**config.mk**
```make
export PLATFORM = sky130hd
export DESIGN_NAME = ovcb_bank
export DESIGN_NICKNAME = d
export VERILOG_FILES = /design/src/logic/ovcb_pkg.sv /design/src/logic/ovcb_bank.sv
export VERILOG_INCLUDE_DIRS = /design/src /design/src/logic
export SDC_FILE = /design/constraint.sdc
export NUM_CORES = 1
export LEC_CHECK = 0
export ABC_AREA = 1
export BUFFER_PORTS_ARGS = -buffer_cell sky130_fd_sc_hd__buf_2
export CAP_MARGIN = 10
export CORE_UTILIZATION = 65
export CTS_BUF_LIST = sky130_fd_sc_hd__clkbuf_16
export DETAILED_ROUTE_END_ITERATION = 8
export GPL_ROUTABILITY_DRIVEN = 0
export GPL_TIMING_DRIVEN = 1
export PLACE_DENSITY_LB_ADDON = 0.2
export SYNTH_ARGS = -nofsm -noshare
export SYNTH_HDL_FRONTEND = slang
export SYNTH_SLANG_ARGS = --single-unit
```
**constraint.sdc**
```tcl
create_clock -name clk -period 4.1 [get_ports clk]
set_input_delay 0.82 -clock clk [delete_from_list [all_inputs] [get_ports clk]]
set_output_delay 0.82 -clock clk [all_outputs]
set_load 0.02 [all_outputs]
```
**src/logic/ovcb_regs.svh**
```systemverilog
// Register offsets, field positions, reset values and timing counts of the output volume bank
`ifndef OVCB_REGS_SVH
`define OVCB_REGS_SVH

// ----------------------------------------
// Register offsets
// ----------------------------------------
`define OVCB_ADDR_W 8
`define OVCB_LINE_LEFT_LEVEL 8'h3b
`define OVCB_LINE_RIGHT_LEVEL 8'h3c
`define OVCB_DIFF_LEFT_LEVEL 8'h3e
`define OVCB_DIFF_RIGHT_LEVEL 8'h3f
`define OVCB_ZERO_WAIT_CTRL 8'h40

// ----------------------------------------
// Field positions
// ----------------------------------------
`define OVCB_DATA_W 9
`define OVCB_SILENCE_BIT 8
`define OVCB_APPLY_BIT 7
`define OVCB_ZERO_GATE_BIT 6
`define OVCB_GAIN_HI 5
`define OVCB_GAIN_LO 0
`define OVCB_TIMEOUT_EN_BIT 0

// ----------------------------------------
// Reset values
// ----------------------------------------
`define OVCB_GAIN_RESET 6'h39
`define OVCB_LINE_SILENCE_RESET 1'h0
`define OVCB_DIFF_SILENCE_RESET 1'h1

// ----------------------------------------
// Zero-wait timeout
// ----------------------------------------
`define OVCB_CLK_MHZ 25
`define OVCB_TIMEOUT_US 100
`define OVCB_TIMEOUT_CYC (`OVCB_TIMEOUT_US * `OVCB_CLK_MHZ)
`define OVCB_TIMER_W 12

`endif

```
**src/logic/ovcb_pkg.sv**
```systemverilog
// Types shared by the output volume bank
package ovcb_pkg;

	typedef enum logic [1:0] {
		OVCB_IDLE,
		OVCB_WAIT
	} ovcb_chan_state_t;

	typedef struct packed {
		logic silence;
		logic zero_gate;
		logic [5:0] stored_gain;
		logic [5:0] active_gain;
		ovcb_chan_state_t st;
		logic [11:0] timer;
	} ovcb_chan_t;

	typedef struct packed {
		ovcb_chan_t line_l;
		ovcb_chan_t line_r;
		ovcb_chan_t diff_l;
		ovcb_chan_t diff_r;
		logic timeout_en;
		logic [8:0] rdata;
	} ovcb_state_t;

endpackage

```
**src/logic/ovcb_bank.sv**
```systemverilog
// Output volume bank: line and differential mute, zero-cross and gain registers
//
// Function
// - Line silence bit 8 resets to 0
// - Differential silence bit 8 resets to 1
// - Line bit 7 applies both line gains
// - Differential bit 7 applies both differential gains
// - Line zero-gate enable bit 6, reset 0
// - Differential zero-gate enable bit 6, reset 0
// - Gain code 0 is -57dB, 1dB steps
// - All gains reset to unity code
// - Stored gain waits for apply trigger
// - Zero-gated change waits for zero crossing
// - Enabled timeout forces deferred change through
//
// The implementer's own choice: strobed register access.
`timescale 1ns/1ps
`include "ovcb_regs.svh"

module ovcb_bank (
	input wire logic clk,
	input wire logic srst,
	input wire logic ce,
	input wire logic [`OVCB_ADDR_W-1:0] addr,
	input wire logic [`OVCB_DATA_W-1:0] wdata,
	input wire logic wr,
	input wire logic rd,
	output logic [`OVCB_DATA_W-1:0] rdata,
	input wire logic [3:0] zero_cross,
	output logic line_left_silence,
	output logic line_right_silence,
	output logic diff_left_silence,
	output logic diff_right_silence,
	output logic [5:0] line_left_gain,
	output logic [5:0] line_right_gain,
	output logic [5:0] diff_left_gain,
	output logic [5:0] diff_right_gain
);

	ovcb_pkg::ovcb_state_t s;
	ovcb_pkg::ovcb_state_t next_s;

	localparam logic [11:0] TIMEOUT_LAST = 12'(`OVCB_TIMEOUT_CYC - 1);

	// ----------------------------------------
	// Per-channel helpers
	// ----------------------------------------
	function automatic ovcb_pkg::ovcb_chan_t chan_write(ovcb_pkg::ovcb_chan_t c,
			logic [`OVCB_DATA_W-1:0] d);
		ovcb_pkg::ovcb_chan_t n;
		n = c;
		n.silence = d[`OVCB_SILENCE_BIT];
		n.zero_gate = d[`OVCB_ZERO_GATE_BIT];
		n.stored_gain = d[`OVCB_GAIN_HI:`OVCB_GAIN_LO];
		return n;
	endfunction

	// Apply request, zero crossing and timeout move stored gain to active gain
	function automatic ovcb_pkg::ovcb_chan_t chan_step(ovcb_pkg::ovcb_chan_t c,
			logic apply, logic zc, logic to_en);
		ovcb_pkg::ovcb_chan_t n;
		n = c;
		case (c.st)
			ovcb_pkg::OVCB_IDLE: begin
				if (apply) begin
					if (c.zero_gate) begin
						n.st = ovcb_pkg::OVCB_WAIT;
						n.timer = '0;
					end else begin
						n.active_gain = c.stored_gain;
					end
				end
			end
			ovcb_pkg::OVCB_WAIT: begin
				// Gain taken at the moment of release, so a later store still counts
				if (zc || !c.zero_gate) begin
					n.active_gain = c.stored_gain;
					n.st = ovcb_pkg::OVCB_IDLE;
				end else if (to_en && c.timer == TIMEOUT_LAST) begin
					n.active_gain = c.stored_gain;
					n.st = ovcb_pkg::OVCB_IDLE;
				end else if (to_en) begin
					n.timer = c.timer + 12'h001;
				end
			end
			default: begin
				n.st = ovcb_pkg::OVCB_IDLE;
			end
		endcase
		return n;
	endfunction

	function automatic logic [`OVCB_DATA_W-1:0] chan_read(ovcb_pkg::ovcb_chan_t c);
		// Apply bit holds no state and reads as zero
		return {c.silence, 1'b0, c.zero_gate, c.stored_gain};
	endfunction

	// ----------------------------------------
	// Next state
	// ----------------------------------------
	logic line_apply;
	logic diff_apply;
	logic wr_line_l;
	logic wr_line_r;
	logic wr_diff_l;
	logic wr_diff_r;

	always_comb begin
		next_s = s;
		wr_line_l = wr && addr == `OVCB_LINE_LEFT_LEVEL;
		wr_line_r = wr && addr == `OVCB_LINE_RIGHT_LEVEL;
		wr_diff_l = wr && addr == `OVCB_DIFF_LEFT_LEVEL;
		wr_diff_r = wr && addr == `OVCB_DIFF_RIGHT_LEVEL;
		line_apply = (wr_line_l || wr_line_r) && wdata[`OVCB_APPLY_BIT];
		diff_apply = (wr_diff_l || wr_diff_r) && wdata[`OVCB_APPLY_BIT];
		if (wr_line_l) begin
			next_s.line_l = chan_write(s.line_l, wdata);
		end
		if (wr_line_r) begin
			next_s.line_r = chan_write(s.line_r, wdata);
		end
		if (wr_diff_l) begin
			next_s.diff_l = chan_write(s.diff_l, wdata);
		end
		if (wr_diff_r) begin
			next_s.diff_r = chan_write(s.diff_r, wdata);
		end
		if (wr && addr == `OVCB_ZERO_WAIT_CTRL) begin
			next_s.timeout_en = wdata[`OVCB_TIMEOUT_EN_BIT];
		end
		// Stored value from this same write is the one applied
		next_s.line_l = chan_step(next_s.line_l, line_apply, zero_cross[0], s.timeout_en);
		next_s.line_r = chan_step(next_s.line_r, line_apply, zero_cross[1], s.timeout_en);
		next_s.diff_l = chan_step(next_s.diff_l, diff_apply, zero_cross[2], s.timeout_en);
		next_s.diff_r = chan_step(next_s.diff_r, diff_apply, zero_cross[3], s.timeout_en);
		next_s.rdata = '0;
		if (rd) begin
			case (addr)
				`OVCB_LINE_LEFT_LEVEL: next_s.rdata = chan_read(s.line_l);
				`OVCB_LINE_RIGHT_LEVEL: next_s.rdata = chan_read(s.line_r);
				`OVCB_DIFF_LEFT_LEVEL: next_s.rdata = chan_read(s.diff_l);
				`OVCB_DIFF_RIGHT_LEVEL: next_s.rdata = chan_read(s.diff_r);
				`OVCB_ZERO_WAIT_CTRL: next_s.rdata = {8'h00, s.timeout_en};
				default: next_s.rdata = '0;
			endcase
		end
	end

	// ----------------------------------------
	// State register
	// ----------------------------------------
	always_ff @(posedge clk) begin
		if (srst) begin
			s <= '0;
			s.line_l.silence <= `OVCB_LINE_SILENCE_RESET;
			s.line_r.silence <= `OVCB_LINE_SILENCE_RESET;
			s.diff_l.silence <= `OVCB_DIFF_SILENCE_RESET;
			s.diff_r.silence <= `OVCB_DIFF_SILENCE_RESET;
			s.line_l.stored_gain <= `OVCB_GAIN_RESET;
			s.line_r.stored_gain <= `OVCB_GAIN_RESET;
			s.diff_l.stored_gain <= `OVCB_GAIN_RESET;
			s.diff_r.stored_gain <= `OVCB_GAIN_RESET;
			s.line_l.active_gain <= `OVCB_GAIN_RESET;
			s.line_r.active_gain <= `OVCB_GAIN_RESET;
			s.diff_l.active_gain <= `OVCB_GAIN_RESET;
			s.diff_r.active_gain <= `OVCB_GAIN_RESET;
		end else if (ce) begin
			s <= next_s;
		end
	end

	// Gain code passes unchanged; analogue stage maps code 0 to -57dB
	assign rdata = s.rdata;
	assign line_left_silence = s.line_l.silence;
	assign line_right_silence = s.line_r.silence;
	assign diff_left_silence = s.diff_l.silence;
	assign diff_right_silence = s.diff_r.silence;
	assign line_left_gain = s.line_l.active_gain;
	assign line_right_gain = s.line_r.active_gain;
	assign diff_left_gain = s.diff_l.active_gain;
	assign diff_right_gain = s.diff_r.active_gain;
endmodule

```
==> reports/qor.csv <==
metric,value,unit
Cells after DPL,1207,
Yosys cell types,37,
DP HPWL,10900,um
cell mode on critical path,nand2_1,
Clock Tree Root,clkbuf_16,
Hold Path Class,flip-flop to flip-flop,
GRT Util Overall,31.5,%
vias in the first global route,6037,
first-pass GRT wire length,27900,um
drt initial violations,540,
pwr/cell area,368,mW/mm2
clock skew,0.00600,ns
Slew @ Worst Pin,1.12,ns
Worst-path clk slew,0.06,ns
Die X,104,um
Synth warnings,0,
CTS buffer count,17,
die area,0.0109,mm2
layout cells sized above 1,11.5,%
cts hold-fix bufs,0,
starting density of the core,66.7,%
Worst-Skew Late Latency,0.41,ns
pin count of the biggest net entering global routing,63,
Post-Synthesis Cells,1082,
postcts setup bufs,0,
CTS tree,yes,
post-layout power,2740,uW
Top Ports,63,
syn nets,1112,
RSZ-0062 raised after global routing,false,
Max Buffers Root-to-Sink,2,
max incr delay on CP,0.52,ns
drt wl/cell,13.4,um
CTS sink cnt,117,
crit path capture type,flip-flop,
critical-path cell list,buf_2 -> inv_1 -> nand2_1 -> nor2_4 -> nand4_2 -> o21ai_1 -> nand2_1 -> nor2_2 -> nand2_1 -> nand2_1 -> nor2_1,
Fill cells,902,
Fmax achieved,0.369,GHz
final setup vio count,0,
Hold Path Sink,line_right_gain[0],
worst r2r src,s[22],
"Hold Vio Cnt, Final",0,
ant diodes,0,
Routed WL,16600,um
status,finished clean,
"Max FO, Critical Path",21,
Top delay family on crit path,simple AND/OR/NAND/NOR gates,
"Avg Cell Area, Syn",6.31,um2
initial antenna violation count,0,
fin crit period,2.71,ns
grt ovf,0,
Worst slew margin,25.5,%
VDD IR-drop max,0.258,mV
post-synthesis sequential area ratio,34.3,%
Die Y,104,um
reg2reg end,s[11],
Max Cap Viol,0,
critical path launch point type,input port,
Syn-to-layout area delta,9.15,%
WHS Path Cells,2,
period utilization,66.1,%
critical path type,input port to flip-flop,
Reg2Reg Setup Slack,2.02,ns
quantity of gates resized following cts,0,
via count,6759,
Setup TNS,0,ns
First-pass DRT Iterations,5,
drc violations,0,
Placeable Area,0.0102,mm2
fin. max-slew vios,0,
Post-Syn Area,0.00683,mm2
reg2reg path depth,7,
hold_sp,line_right_gain[0],
input/output buffers,61,
CP Data Required Time,4.38,ns
Rows,37,
DR vias/cell,5.46,
Lkg Pwr,0.00322,uW
Nets,1120,
Detail Route Antenna Nets,0,
CP arrival,2.99,ns
worst path bufs/invs,2,
post-route insts no fill,1239,
CTS H-Tree Depth,4,
CP max-delay cell,nor2_2,
Yosys reg bits,117,
[through the flow]
stage	util (%)	area, um2	hold WS (ns)	worst slack [ns]
after floorplan	-	6830	0.430	1.95
after global placement	67.3	6880	0.434	1.10
after detailed placement	67.3	6880	0.443	1.00
after CTS	72.8	7450	0.459	1.44
after global routing	72.8	7450	0.476	1.13
final	72.8	7450	0.455	1.39
[final cells by class]
class	instances	area [um2]	share of cell area, %
clock buffer	17	425	5.71
clock inverter	15	141	1.90
inverter	102	383	5.14
multi-input combinational	786	3650	48.9
sequential	117	2340	31.4
tap	136	170	2.28
timing repair buffer	66	343	4.60
[cells in the mapped netlist]
master     number  share of area, %
inv_2           2              0.11
buf_6           1              0.16
nor3_1         16               1.2
o21ai_2         1              0.13
a21oi_4         2              0.48
ha_1            4              0.73
buf_4          39               4.3
nor2_1        113               6.2
o21ai_1         4              0.29
xor2_1          8               1.0
or2_2           1             0.092
nand4_1        25               2.3
nand3_1       112               8.2
nand2_4         1              0.16
clkinv_1        3              0.16
nor2_2          4              0.37
inv_1          97               5.3
o21bai_1        3              0.33
nand2_2        11               1.0
clkbuf_2        1             0.073
nor2_4          4              0.66
clkbuf_1       23               1.3
a31oi_2         1              0.18
a22oi_1         1              0.11
nor3b_1         2              0.22
nand4_2         1              0.18
buf_1           4              0.22
nand2_1       312                17
nand3_2         4              0.59
dfxtp_1       117                34
nand3b_1        1              0.11
buf_2           9              0.66
a21oi_1        86               6.3
o2111ai_1       1              0.13
o21ai_0        59               4.3
conb_1          1             0.055
o211ai_1        8              0.88
[cell families (layout without fill, tap and decap cells)]
family	count (synthesis)	count (layout)	share of synthesized area, %
adder cells (fa/ha/maj)	4	4	0.733
other	1	1	0.0549
XOR/XNOR	8	8	1.03
flip-flops	117	117	34.3
AO/OA/AOI/OAI	166	166	13.2
AND/OR/NAND/NOR	607	607	38.4
buffers and inverters	179	200	12.3
[worst max path at each step]
stage               startpoint  endpoint  slack [ns]  cells after the start
floorplan              addr[6]     s[74]        1.95                     12
global placement       addr[6]    s[100]        1.10                     12
detailed placement     addr[6]     s[99]        1.00                     12
CTS                    addr[6]     s[99]        1.44                     12
global route           addr[6]     s[44]        1.13                     12
finish                 addr[6]     s[11]        1.39                     11
[per-layer routing]
layer	GRT usage (%)	wire, um	vias up
met4	14.0	434	0
met1	41.8	7540	2988
li1	-	-	3494
met3	6.58	1170	36
met5	0	0	-
met2	49.1	7500	241
[layout by cell type, fill, tap and decap left out, types with 3 or more instances in the layout]
| master | instances |
|---|---|
| o21ai_1 | 4 |
| inv_1 | 99 |
| clkinv_1 | 4 |
| clkinvlp_4 | 5 |
| nand4_1 | 25 |
| buf_2 | 61 |
| nor2_1 | 113 |
| o211ai_1 | 8 |
| ha_1 | 4 |
| nand2_1 | 312 |
| nand2_2 | 11 |
| xor2_1 | 8 |
| nand3_1 | 112 |
| nand3_2 | 4 |
| buf_4 | 5 |
| nor3_1 | 16 |
| clkbuf_16 | 17 |
| nor2_2 | 4 |
| o21bai_1 | 3 |
| dfxtp_1 | 117 |
| o21ai_0 | 59 |
| clkinv_2 | 3 |
| a21oi_1 | 86 |
| nor2_4 | 4 |
[flip-flops by register name, indices dropped and copies added, names as in the netlist]
signal / cells
diff_left_gain: 6
diff_left_silence: 1
diff_right_gain: 6
diff_right_silence: 1
line_left_gain: 6
line_left_silence: 1
line_right_gain: 6
line_right_silence: 1
rdata: 8
s: 81
[worst min-delay path: stages (launching register included)]
cell and delay, ns:
dfxtp_1 0.32, nand2_1 0.05, nand3_1 0.05
[power breakdown]
| group | leakage [uW] | internal, uW | switching (uW) | total, uW |
|---|---|---|---|---|
| clock | 0.000271 | 884 | 542 | 1430 |
| combinational | 0.00200 | 40.8 | 111 | 151 |
| sequential | 0.000948 | 1150 | 12.4 | 1170 |
| total | 0.00322 | 2080 | 665 | 2740 |
Power figures use the tool's default switching activity.
